[config.mk]
export PLATFORM = sky130hd
export DESIGN_NAME = iam_status_flags
export DESIGN_NICKNAME = d
export VERILOG_FILES = /design/src/rtl/iam_pkg.sv /design/src/rtl/iam_sync.sv /design/src/rtl/iam_status_flags.sv
export SDC_FILE = /design/constraint.sdc
export NUM_CORES = 1
export LEC_CHECK = 0
export BUFFER_PORTS_ARGS = -buffer_cell sky130_fd_sc_hd__clkbuf_2
export CAP_MARGIN = 20
export CORE_MARGIN = 2
export CORE_UTILIZATION = 45
export DETAILED_ROUTE_END_ITERATION = 7
export GPL_TIMING_DRIVEN = 0
export PLACE_DENSITY = 0.71
export SYNTH_ARGS = -nofsm -noshare
export SYNTH_HDL_FRONTEND = slang
export SYNTH_SLANG_ARGS = --single-unit
[constraint.sdc]
create_clock -name clk_sys_i -period 4.05 [get_ports clk_sys_i]
set_clock_uncertainty 0.05 [all_clocks]
set_input_delay 0.81 -clock clk_sys_i [delete_from_list [all_inputs] [get_ports clk_sys_i]]
set_output_delay 0.81 -clock clk_sys_i [all_outputs]
set_load 0.05 [all_outputs]
[src/rtl/iam_pkg.sv]
/*
 * Shared constants for the two-wire address-match and status-flag block:
 * register offsets, field positions, reset values and link states.
 * Assumes a 32-bit AXI4-Lite register bus with byte addresses.
 */
`default_nettype none

package iam_pkg;

	// ------------------------------------------------------------------
	// Register map (byte offsets on the AXI4-Lite bus)
	// ------------------------------------------------------------------
	localparam int unsigned IAM_AXI_AW      = 8;
	localparam logic [7:0]  IAM_OFF_STATUS  = 8'h00;
	localparam logic [7:0]  IAM_OFF_SLVADR  = 8'h04;
	localparam logic [7:0]  IAM_OFF_RXDATA  = 8'h08;
	localparam logic [7:0]  IAM_OFF_IRQSTAT = 8'h0c;
	localparam logic [7:0]  IAM_OFF_IRQMASK = 8'h10;

	// ------------------------------------------------------------------
	// Flag vector indices, shared by status, irq status and irq mask
	// ------------------------------------------------------------------
	localparam int unsigned IAM_F_GC  = 0;
	localparam int unsigned IAM_F_AAS = 1;
	localparam int unsigned IAM_F_AL  = 2;
	localparam int unsigned IAM_F_RXF = 3;
	localparam int unsigned IAM_NFLAG = 4;

	// ------------------------------------------------------------------
	// Bit positions inside the status register byte
	// ------------------------------------------------------------------
	localparam int unsigned IAM_SB_GC  = 0;
	localparam int unsigned IAM_SB_AAS = 1;
	localparam int unsigned IAM_SB_AL  = 2;
	localparam int unsigned IAM_SB_RXF = 5;

	// ------------------------------------------------------------------
	// Reset values
	// ------------------------------------------------------------------
	localparam logic [7:0] IAM_SLVADR_RST = 8'h00;
	localparam logic [7:0] IAM_RXDATA_RST = 8'hff;
	localparam logic [3:0] IAM_FLAG_RST   = 4'h0;
	localparam logic [3:0] IAM_MASK_RST   = 4'h0;

	// ------------------------------------------------------------------
	// Frame counting: index of the last data bit and of the acknowledge
	// ------------------------------------------------------------------
	localparam logic [3:0] IAM_LAST_BIT = 4'h7;
	localparam logic [3:0] IAM_ACK_BIT  = 4'h8;

	// ------------------------------------------------------------------
	// Bus responses
	// ------------------------------------------------------------------
	localparam logic [1:0] IAM_RESP_OKAY   = 2'h0;
	localparam logic [1:0] IAM_RESP_SLVERR = 2'h2;

	// Position on the two-wire link relative to start and stop.
	typedef enum logic [1:0] {
		LNK_IDLE,
		LNK_FIRST,
		LNK_DATA
	} iam_link_e;

endpackage

`default_nettype wire

[src/rtl/iam_sync.sv]
/*
 * Two-flop synchroniser for pin inputs of the two-wire link.
 * Assumes inputs are asynchronous to clk_sys_i; only the second stage
 * may be read by other logic.
 */
`timescale 1ns/10ps
`default_nettype none

module iam_sync #(
	parameter int unsigned WIDTH = 2
) (
	// Clock, reset, enable
	input  wire logic             clk_sys_i,
	input  wire logic             resetn_i,
	input  wire logic             clk_en_i,
	// Data
	input  wire logic [WIDTH-1:0] d_i,
	output logic      [WIDTH-1:0] q_o
);

	logic [WIDTH-1:0] stage1;

	// The idle bus is high, so both stages reset high.
	always_ff @(posedge clk_sys_i or negedge resetn_i) begin
		if (!resetn_i) begin
			stage1 <= '1;
			q_o    <= '1;
		end else if (clk_en_i) begin
			stage1 <= d_i;
			q_o    <= stage1;
		end
	end

endmodule // iam_sync

`default_nettype wire

[src/rtl/iam_status_flags.sv]
/*
 * Status flags and own-address recognition of a two-wire serial
 * controller, with an AXI4-Lite register slave and a level interrupt.
 * Assumes the rest of the unit supplies mode bits and the internal SDA
 * drive level on clk_sys_i; SCL and SDA pins are asynchronous.
 */
// Functional notes
// - In master transmit, a mismatch of driven and sampled SDA at SCL rise sets the arbitration-lost flag.
// - In master mode, a start seen while our SDA drive is high sets the arbitration-lost flag.
// - In synchronous format, a final bit arriving while receive-full is 1 sets the same flag as overrun.
// - Status bit 2 means arbitration lost or overrun by format and resets to 0.
// - The arbitration-lost flag clears only by writing 0 after it was read as 1.
// - In slave receive, a first frame equal to the own address sets the address-match flag, bit 1.
// - In slave receive, a general call first frame also sets the address-match flag.
// - The address-match flag clears only by writing 0 after it was read as 1.
// - The general call flag, bit 0, is set only in two-wire slave receive on a general call.
// - The general call flag clears only by writing 0 after it was read as 1.
// - In two-wire slave mode the device is addressed when frame bits 7..1 equal the own address.
// - The own address sits in bits 7..1 of the address register and resets to zero.
// - Bit 0 of the address register selects two-wire (0) or synchronous (1) format, reset 0.
// - Moving a received byte into the receive data register sets the receive-full flag.
`timescale 1ns/10ps
`default_nettype none

module iam_status_flags
	import iam_pkg::*;
(
	// Clock, reset, enable
	input  wire logic                  clk_sys_i,
	input  wire logic                  resetn_i,
	input  wire logic                  clk_en_i,
	// AXI4-Lite write address and data
	input  wire logic                  s_axi_awvalid,
	output logic                       s_axi_awready,
	input  wire logic [IAM_AXI_AW-1:0] s_axi_awaddr,
	input  wire logic                  s_axi_wvalid,
	output logic                       s_axi_wready,
	input  wire logic [31:0]           s_axi_wdata,
	input  wire logic [3:0]            s_axi_wstrb,
	// AXI4-Lite write response
	output logic                       s_axi_bvalid,
	input  wire logic                  s_axi_bready,
	output logic      [1:0]            s_axi_bresp,
	// AXI4-Lite read
	input  wire logic                  s_axi_arvalid,
	output logic                       s_axi_arready,
	input  wire logic [IAM_AXI_AW-1:0] s_axi_araddr,
	output logic                       s_axi_rvalid,
	input  wire logic                  s_axi_rready,
	output logic      [31:0]           s_axi_rdata,
	output logic      [1:0]            s_axi_rresp,
	// Two-wire pins, asynchronous
	input  wire logic                  scl_i,
	input  wire logic                  sda_i,
	// Rest of the unit, same clock
	input  wire logic                  master_mode_i,
	input  wire logic                  transmit_mode_i,
	input  wire logic                  sda_drive_i,
	// Results
	output logic                       addressed_o,
	output logic                       rx_full_flag_o,
	output logic      [7:0]            rx_data_o,
	output logic                       irq_o
);

	// ------------------------------------------------------------------
	// Address decode helper
	// ------------------------------------------------------------------
	function automatic logic hit(input logic [IAM_AXI_AW-1:0] a,
		input logic [7:0] off);
		hit = (a[IAM_AXI_AW-1:2] == off[IAM_AXI_AW-1:2]);
	endfunction

	// ------------------------------------------------------------------
	// Declarations
	// ------------------------------------------------------------------
	logic                  aw_held, w_held;
	logic [IAM_AXI_AW-1:0] aw_addr_q;
	logic [7:0]            w_byte_q;
	logic                  w_lane0_q;
	logic [7:0]            slave_address_reg;
	logic [IAM_NFLAG-1:0]  flg_q, arm_q, irq_stat_q, irq_mask_q;
	logic [IAM_NFLAG-1:0]  set_vec, clr_vec, next_flg;
	logic [7:0]            bus_status_reg, shift_reg, rx_byte;
	logic [3:0]            bit_cnt;
	logic [1:0]            pins_s;
	logic                  scl_s, sda_s, scl_d, sda_d;
	logic                  addressed_q;
	iam_link_e             link_st;

	// ------------------------------------------------------------------
	// Pin synchronisation and bus condition detection
	// ------------------------------------------------------------------
	iam_sync #(
		.WIDTH (2)
	) u_sync (
		.clk_sys_i (clk_sys_i),
		.resetn_i  (resetn_i),
		.clk_en_i  (clk_en_i),
		.d_i       ({scl_i, sda_i}),
		.q_o       (pins_s)
	);

	assign scl_s = pins_s[1];
	assign sda_s = pins_s[0];

	// Previous synchronised levels, for edge finding.
	always_ff @(posedge clk_sys_i or negedge resetn_i) begin
		if (!resetn_i) begin
			scl_d <= 1'b1;
			sda_d <= 1'b1;
		end else if (clk_en_i) begin
			scl_d <= scl_s;
			sda_d <= sda_s;
		end
	end

	// Start and stop need SCL high on both samples around the SDA edge.
	wire scl_rise  = scl_s & ~scl_d;
	wire scl_high  = scl_s & scl_d;
	wire start_det = scl_high & sda_d & ~sda_s;
	wire stop_det  = scl_high & ~sda_d & sda_s;

	// ------------------------------------------------------------------
	// Format and mode decode
	// ------------------------------------------------------------------
	// own address field
	wire [6:0] own_slave_address = slave_address_reg[7:1];
	wire       format_select     = slave_address_reg[0];
	wire       slave_rx  = ~master_mode_i & ~transmit_mode_i & ~format_select;
	wire [3:0] frame_end = format_select ? IAM_LAST_BIT : IAM_ACK_BIT;
	wire       byte_done = scl_rise & (bit_cnt == IAM_LAST_BIT);
	wire       is_first  = (link_st == LNK_FIRST);

	assign rx_byte = {shift_reg[6:0], sda_s};

	// ------------------------------------------------------------------
	// Bit counter, shift register and link position
	// ------------------------------------------------------------------
	// Each SCL rise moves one bit; the acknowledge slot shifts nothing.
	always_ff @(posedge clk_sys_i or negedge resetn_i) begin
		if (!resetn_i) begin
			bit_cnt   <= 4'h0;
			shift_reg <= 8'h00;
		end else if (clk_en_i) begin
			if (start_det && !format_select) begin
				bit_cnt <= 4'h0;
			end else if (scl_rise) begin
				bit_cnt <= (bit_cnt == frame_end) ? 4'h0 : bit_cnt + 4'h1;
				if (bit_cnt <= IAM_LAST_BIT) begin
					shift_reg <= rx_byte;
				end
			end
		end
	end

	// Tracks whether the next byte is the first frame after a start.
	always_ff @(posedge clk_sys_i or negedge resetn_i) begin
		if (!resetn_i) begin
			link_st <= LNK_IDLE;
		end else if (clk_en_i) begin
			case (link_st)
				LNK_IDLE:  link_st <= start_det ? LNK_FIRST : LNK_IDLE;
				LNK_FIRST: begin
					if (stop_det) begin
						link_st <= LNK_IDLE;
					end else if (byte_done) begin
						link_st <= LNK_DATA;
					end
				end
				LNK_DATA: begin
					if (stop_det) begin
						link_st <= LNK_IDLE;
					end else if (start_det) begin
						link_st <= LNK_FIRST;
					end
				end
				default:   link_st <= LNK_IDLE;
			endcase
		end
	end

	// ------------------------------------------------------------------
	// Flag events
	// ------------------------------------------------------------------
	// general call is all-zero
	wire gc_addr  = (rx_byte[7:1] == 7'h00);
	wire gc_hit   = byte_done & is_first & slave_rx & gc_addr;
	wire own_hit  = byte_done & is_first & slave_rx &
		(rx_byte[7:1] == own_slave_address);
	wire al_arb   = ~format_select & master_mode_i & transmit_mode_i &
		scl_rise & (sda_drive_i != sda_s);
	wire al_start = ~format_select & master_mode_i & start_det &
		sda_drive_i;
	wire ovr      = format_select & byte_done & flg_q[IAM_F_RXF];
	// An overrun keeps the unread byte rather than losing it silently.
	wire rx_take  = byte_done & ~transmit_mode_i & ~ovr &
		(format_select | master_mode_i | addressed_q | own_hit | gc_hit);

	assign set_vec[IAM_F_AL]  = al_arb | al_start | ovr;
	assign set_vec[IAM_F_AAS] = own_hit | gc_hit;
	assign set_vec[IAM_F_GC]  = gc_hit;
	assign set_vec[IAM_F_RXF] = rx_take;

	// Slave selection holds from the match until the next start or stop.
	always_ff @(posedge clk_sys_i or negedge resetn_i) begin
		if (!resetn_i) begin
			addressed_q <= 1'b0;
		end else if (clk_en_i) begin
			addressed_q <= (addressed_q & ~start_det & ~stop_det) |
				own_hit | gc_hit;
		end
	end

	// Received byte lands in the receive data register.
	always_ff @(posedge clk_sys_i or negedge resetn_i) begin
		if (!resetn_i) begin
			rx_data_o <= IAM_RXDATA_RST;
		end else if (clk_en_i && rx_take) begin
			rx_data_o <= rx_byte;
		end
	end

	// ------------------------------------------------------------------
	// AXI4-Lite slave: write address and data are latched independently
	// ------------------------------------------------------------------
	assign s_axi_awready = ~aw_held & clk_en_i;
	assign s_axi_wready  = ~w_held & clk_en_i;
	assign s_axi_arready = ~s_axi_rvalid & clk_en_i;

	wire wr_go     = aw_held & w_held & ~s_axi_bvalid & clk_en_i;
	wire wr_en     = wr_go & w_lane0_q;
	wire rd_go     = s_axi_arvalid & s_axi_arready;
	wire wr_stat   = wr_en & hit(aw_addr_q, IAM_OFF_STATUS);
	wire rd_stat   = rd_go & hit(s_axi_araddr, IAM_OFF_STATUS);
	wire rd_rxd    = rd_go & hit(s_axi_araddr, IAM_OFF_RXDATA);
	wire rd_irq    = rd_go & hit(s_axi_araddr, IAM_OFF_IRQSTAT);
	wire wr_mapped = hit(aw_addr_q, IAM_OFF_STATUS) |
		hit(aw_addr_q, IAM_OFF_SLVADR) | hit(aw_addr_q, IAM_OFF_RXDATA) |
		hit(aw_addr_q, IAM_OFF_IRQSTAT) | hit(aw_addr_q, IAM_OFF_IRQMASK);
	wire [3:0] w_flags = {w_byte_q[IAM_SB_RXF], w_byte_q[IAM_SB_AL],
		w_byte_q[IAM_SB_AAS], w_byte_q[IAM_SB_GC]};

	// Write channel holding registers.
	always_ff @(posedge clk_sys_i or negedge resetn_i) begin
		if (!resetn_i) begin
			aw_held   <= 1'b0;
			w_held    <= 1'b0;
			aw_addr_q <= '0;
			w_byte_q  <= 8'h00;
			w_lane0_q <= 1'b0;
		end else if (clk_en_i) begin
			if (s_axi_awvalid && s_axi_awready) begin
				aw_held   <= 1'b1;
				aw_addr_q <= s_axi_awaddr;
			end else if (wr_go) begin
				aw_held <= 1'b0;
			end
			if (s_axi_wvalid && s_axi_wready) begin
				w_held    <= 1'b1;
				w_byte_q  <= s_axi_wdata[7:0];
				w_lane0_q <= s_axi_wstrb[0];
			end else if (wr_go) begin
				w_held <= 1'b0;
			end
		end
	end

	// Write response; unmapped offsets answer SLVERR.
	always_ff @(posedge clk_sys_i or negedge resetn_i) begin
		if (!resetn_i) begin
			s_axi_bvalid <= 1'b0;
			s_axi_bresp  <= IAM_RESP_OKAY;
		end else if (clk_en_i) begin
			if (wr_go) begin
				s_axi_bvalid <= 1'b1;
				s_axi_bresp  <= wr_mapped ? IAM_RESP_OKAY : IAM_RESP_SLVERR;
			end else if (s_axi_bready) begin
				s_axi_bvalid <= 1'b0;
			end
		end
	end

	// Read mux; bits owned by the rest of the unit read as zero here.
	assign bus_status_reg = {2'b00, flg_q[IAM_F_RXF], 2'b00,
		flg_q[IAM_F_AL], flg_q[IAM_F_AAS], flg_q[IAM_F_GC]};
	wire [7:0] rd_byte =
		hit(s_axi_araddr, IAM_OFF_STATUS)  ? bus_status_reg :
		hit(s_axi_araddr, IAM_OFF_SLVADR)  ? slave_address_reg :
		hit(s_axi_araddr, IAM_OFF_RXDATA)  ? rx_data_o :
		hit(s_axi_araddr, IAM_OFF_IRQSTAT) ? {4'h0, irq_stat_q} :
		hit(s_axi_araddr, IAM_OFF_IRQMASK) ? {4'h0, irq_mask_q} : 8'h00;
	wire rd_mapped = hit(s_axi_araddr, IAM_OFF_STATUS) |
		hit(s_axi_araddr, IAM_OFF_SLVADR) |
		hit(s_axi_araddr, IAM_OFF_RXDATA) |
		hit(s_axi_araddr, IAM_OFF_IRQSTAT) |
		hit(s_axi_araddr, IAM_OFF_IRQMASK);

	// Read data channel.
	always_ff @(posedge clk_sys_i or negedge resetn_i) begin
		if (!resetn_i) begin
			s_axi_rvalid <= 1'b0;
			s_axi_rdata  <= 32'h0000_0000;
			s_axi_rresp  <= IAM_RESP_OKAY;
		end else if (clk_en_i) begin
			if (rd_go) begin
				s_axi_rvalid <= 1'b1;
				s_axi_rdata  <= {24'h00_0000, rd_byte};
				s_axi_rresp  <= rd_mapped ? IAM_RESP_OKAY : IAM_RESP_SLVERR;
			end else if (s_axi_rready) begin
				s_axi_rvalid <= 1'b0;
			end
		end
	end

	// ------------------------------------------------------------------
	// Flags, address register, interrupt
	// ------------------------------------------------------------------
	// read-1 then write-0 clear
	assign clr_vec = (arm_q & ~w_flags & {IAM_NFLAG{wr_stat}}) |
		({IAM_NFLAG{rd_rxd}} & (4'h1 << IAM_F_RXF));
	// A new event in the clearing cycle wins over the clear.
	assign next_flg = (flg_q & ~clr_vec) | set_vec;

	// Flags and their arming by status reads.
	always_ff @(posedge clk_sys_i or negedge resetn_i) begin
		if (!resetn_i) begin
			flg_q <= IAM_FLAG_RST;
			arm_q <= IAM_FLAG_RST;
		end else if (clk_en_i) begin
			flg_q <= next_flg;
			arm_q <= wr_stat ? 4'h0 : (rd_stat ? (arm_q | flg_q) : arm_q);
		end
	end

	// Address register, interrupt status and mask.
	always_ff @(posedge clk_sys_i or negedge resetn_i) begin
		if (!resetn_i) begin
			slave_address_reg <= IAM_SLVADR_RST;
			irq_mask_q        <= IAM_MASK_RST;
			irq_stat_q        <= IAM_FLAG_RST;
		end else if (clk_en_i) begin
			if (wr_en && hit(aw_addr_q, IAM_OFF_SLVADR)) begin
				slave_address_reg <= w_byte_q;
			end
			if (wr_en && hit(aw_addr_q, IAM_OFF_IRQMASK)) begin
				irq_mask_q <= w_byte_q[3:0];
			end
			irq_stat_q <= (rd_irq ? 4'h0 : irq_stat_q) | set_vec;
		end
	end

	assign irq_o          = |(irq_stat_q & irq_mask_q);
	assign addressed_o    = addressed_q;
	assign rx_full_flag_o = flg_q[IAM_F_RXF];
endmodule // iam_status_flags

`default_nettype wire

==> flow_summary.json <==
{
  "ys_top_cells_by_count": "dfrtp_1 (67), nand2_1 (50), mux2_2 (38), buf_4 (26), nor2_1 (17)",
  "totalWireLength_mm": 8.46,
  "syn_inst": 355,
  "rsz0062_at_grt": "no",
  "firstDrtPassIters": 4,
  "vias": 2904,
  "die_h_um": 97.4,
  "slew_violations": 0,
  "drt-initial-drc-count": 159,
  "io_pins": 117,
  "grt_antenna_before_repair": 0,
  "path_class": "in -> out",
  "synth-seq-area-share_pct": 52.1,
  "hp-class": "in -> async",
  "area_growth_pct": 19.3,
  "grt.overflow.total": 0,
  "grt_pass1_vias": 2869,
  "cp_max_fo": 10,
  "cp-start-kind": "primary input",
  "startpoint": "clk_en_i",
  "num-nets-final": 517,
  "cts_made_buffers": 9,
  "numClockSinks": 81,
  "ir_drop_v": 0.000354,
  "insertion_delay_ns": 0.35,
  "die_x_um": 97.4,
  "finalSetupViolCount": 0,
  "post_cts_buffers": 0,
  "n_antenna_cell": 0,
  "cap_violations": 0,
  "clkTransAtPathRegs_ns": 0.09,
  "tns_ns": 0,
  "p_per_area_mw_per_mm2": 567,
  "grt_max_degree": 64,
  "grt_pass1_wl_mm": 14.2,
  "relSlewSlack_pct": 49.4,
  "wl_per_cell_um": 15.0,
  "crit_arrival_ns": 2.20,
  "min_period_over_period_pct": 75.6,
  "yosys_register_bits": 81,
  "core_area_mm2": 0.00859,
  "crit_required_ns": 3.19,
  "die_area_mm2": 0.00949,
  "status": "completed",
  "synthArstFlopShare_pct": 100,
  "hold_slack_ns": 0.310,
  "fmaxAchievable_ghz": 0.327,
  "worstMarginPinSlew_ns": 0.752,
  "p_leak_nw": 2.24,
  "htreeDepth": 3,
  "hold_buffers": 0,
  "cp-end-kind": "primary output",
  "cts_tree": "done",
  "viasPerCell": 5.15,
  "postCtsResizedCells": 0,
  "clock_path_buffers": 2,
  "fin_crit_ns": 3.06,
  "synthDistinctLibCells": 51,
  "grt_usage_pct": 18.7,
  "hold_viol": 0,
  "reg2reg_slack_ns": 1.91,
  "clockRootBuffer": "clkbuf_8",
  "io_buffers": 59,
  "drc": 0,
  "ys.flop_type": "dfrtp_1",
  "rows": 34,
  "reg2reg_from": "shift_reg[3]",
  "synth_edf_count": 0,
  "avgSynthCellArea_um2": 11.1,
  "synth.most_common_cell": "dfrtp_1",
  "synth_top_cell_area_share_pct": 42.7,
  "synth_area_leader_cell": "dfrtp_1",
  "antenna_left": 0,
  "synth_area_leaders": "dfrtp_1 (43%), mux2_2 (11%), dfstp_2 (9.4%)",
  "hpwl_mm": 6.25,
  "gp_congestion": 0.898,
  "final_layout_size_suffix_gt1_share_pct": 36.2,
  "yosys_warnings": 0,
  "start_util_pct": 45.7,
  "synth_area_mm2": 0.00393
}
==> per-stage QoR <==
step,worst slack (ns),std cells,util [%],area [um^2],power (mW)
global route,0.847,564,54.5,4680,2.82
global placement,1.00,547,51.8,4450,2.03
floorplan,1.08,380,-,4020,1.84
finish,0.988,564,54.5,4680,2.66
CTS,0.973,564,54.5,4680,2.68
detailed placement,0.992,548,52.1,4480,2.07
==> kinds of logic after synthesis <==
kind of cell / Yosys count / synth area share [%]
compound gates: 57 / 9.85
mux: 47 / 14.1
fa+ha+maj: 1 / 0.319
other cells: 1 / 0.0955
buf+inv: 44 / 6.88
flops: 81 / 52.1
xor+xnor: 9 / 2.01
simple gates: 115 / 14.7
==> routing by layer <==
layer | up-vias | wire length [um] | global-route usage, %
met4 | 0 | 114 | 6.62
met1 | 1391 | 3630 | 24.9
li1 | 1406 | - | -
met5 | - | 0 | 0
met2 | 97 | 4100 | 29.8
met3 | 10 | 609 | 4.82
==> worst max-delay path: stages <==
cell and delay, ns:
clkbuf_2 0.14, buf_1 0.39, clkbuf_1 0.40, nor2b_1 0.18, clkbuf_2 0.28
==> report_power, final <==
group	switching, mW	internal (mW)
combinational	0.460	0.324
clock	0.310	0.290
sequential	0.225	1.05
==> worst paths after layout <==
path | to | cells past startpoint
max reg2reg | rx_data_o[1] | 5
max | s_axi_arready | 5
max in group asynchronous | u_sync.q_o[1] | 2
min in group clk_sys_i | s_axi_rdata[6] | 2
min | s_axi_rdata[7] | 1
min reg2reg | s_axi_rdata[6] | 2
==> layout make-up <==
class / instances / area (um^2)
Clock inverter: 7 / 78.8
Timing Repair Buffer: 60 / 325
Sequential cell: 81 / 2040
Fill cell: 759 / 3910
Buffer: 36 / 240
Tap cell: 108 / 135
Multi-Input combinational cell: 255 / 1710
Clock buffer: 9 / 124
Inverter: 8 / 30.0
==> layout by cell type, fill, tap and decap left out, types with 13 or more instances in the layout <==
cell and n:
dfrtp_1 67, clkbuf_2 58, nand2_1 50, mux2_2 38, buf_4 26, conb_1 26, nor2_1 17, dfstp_2 14
o21ai_0 13
Note: power is estimated with default switching activity, not from simulation.
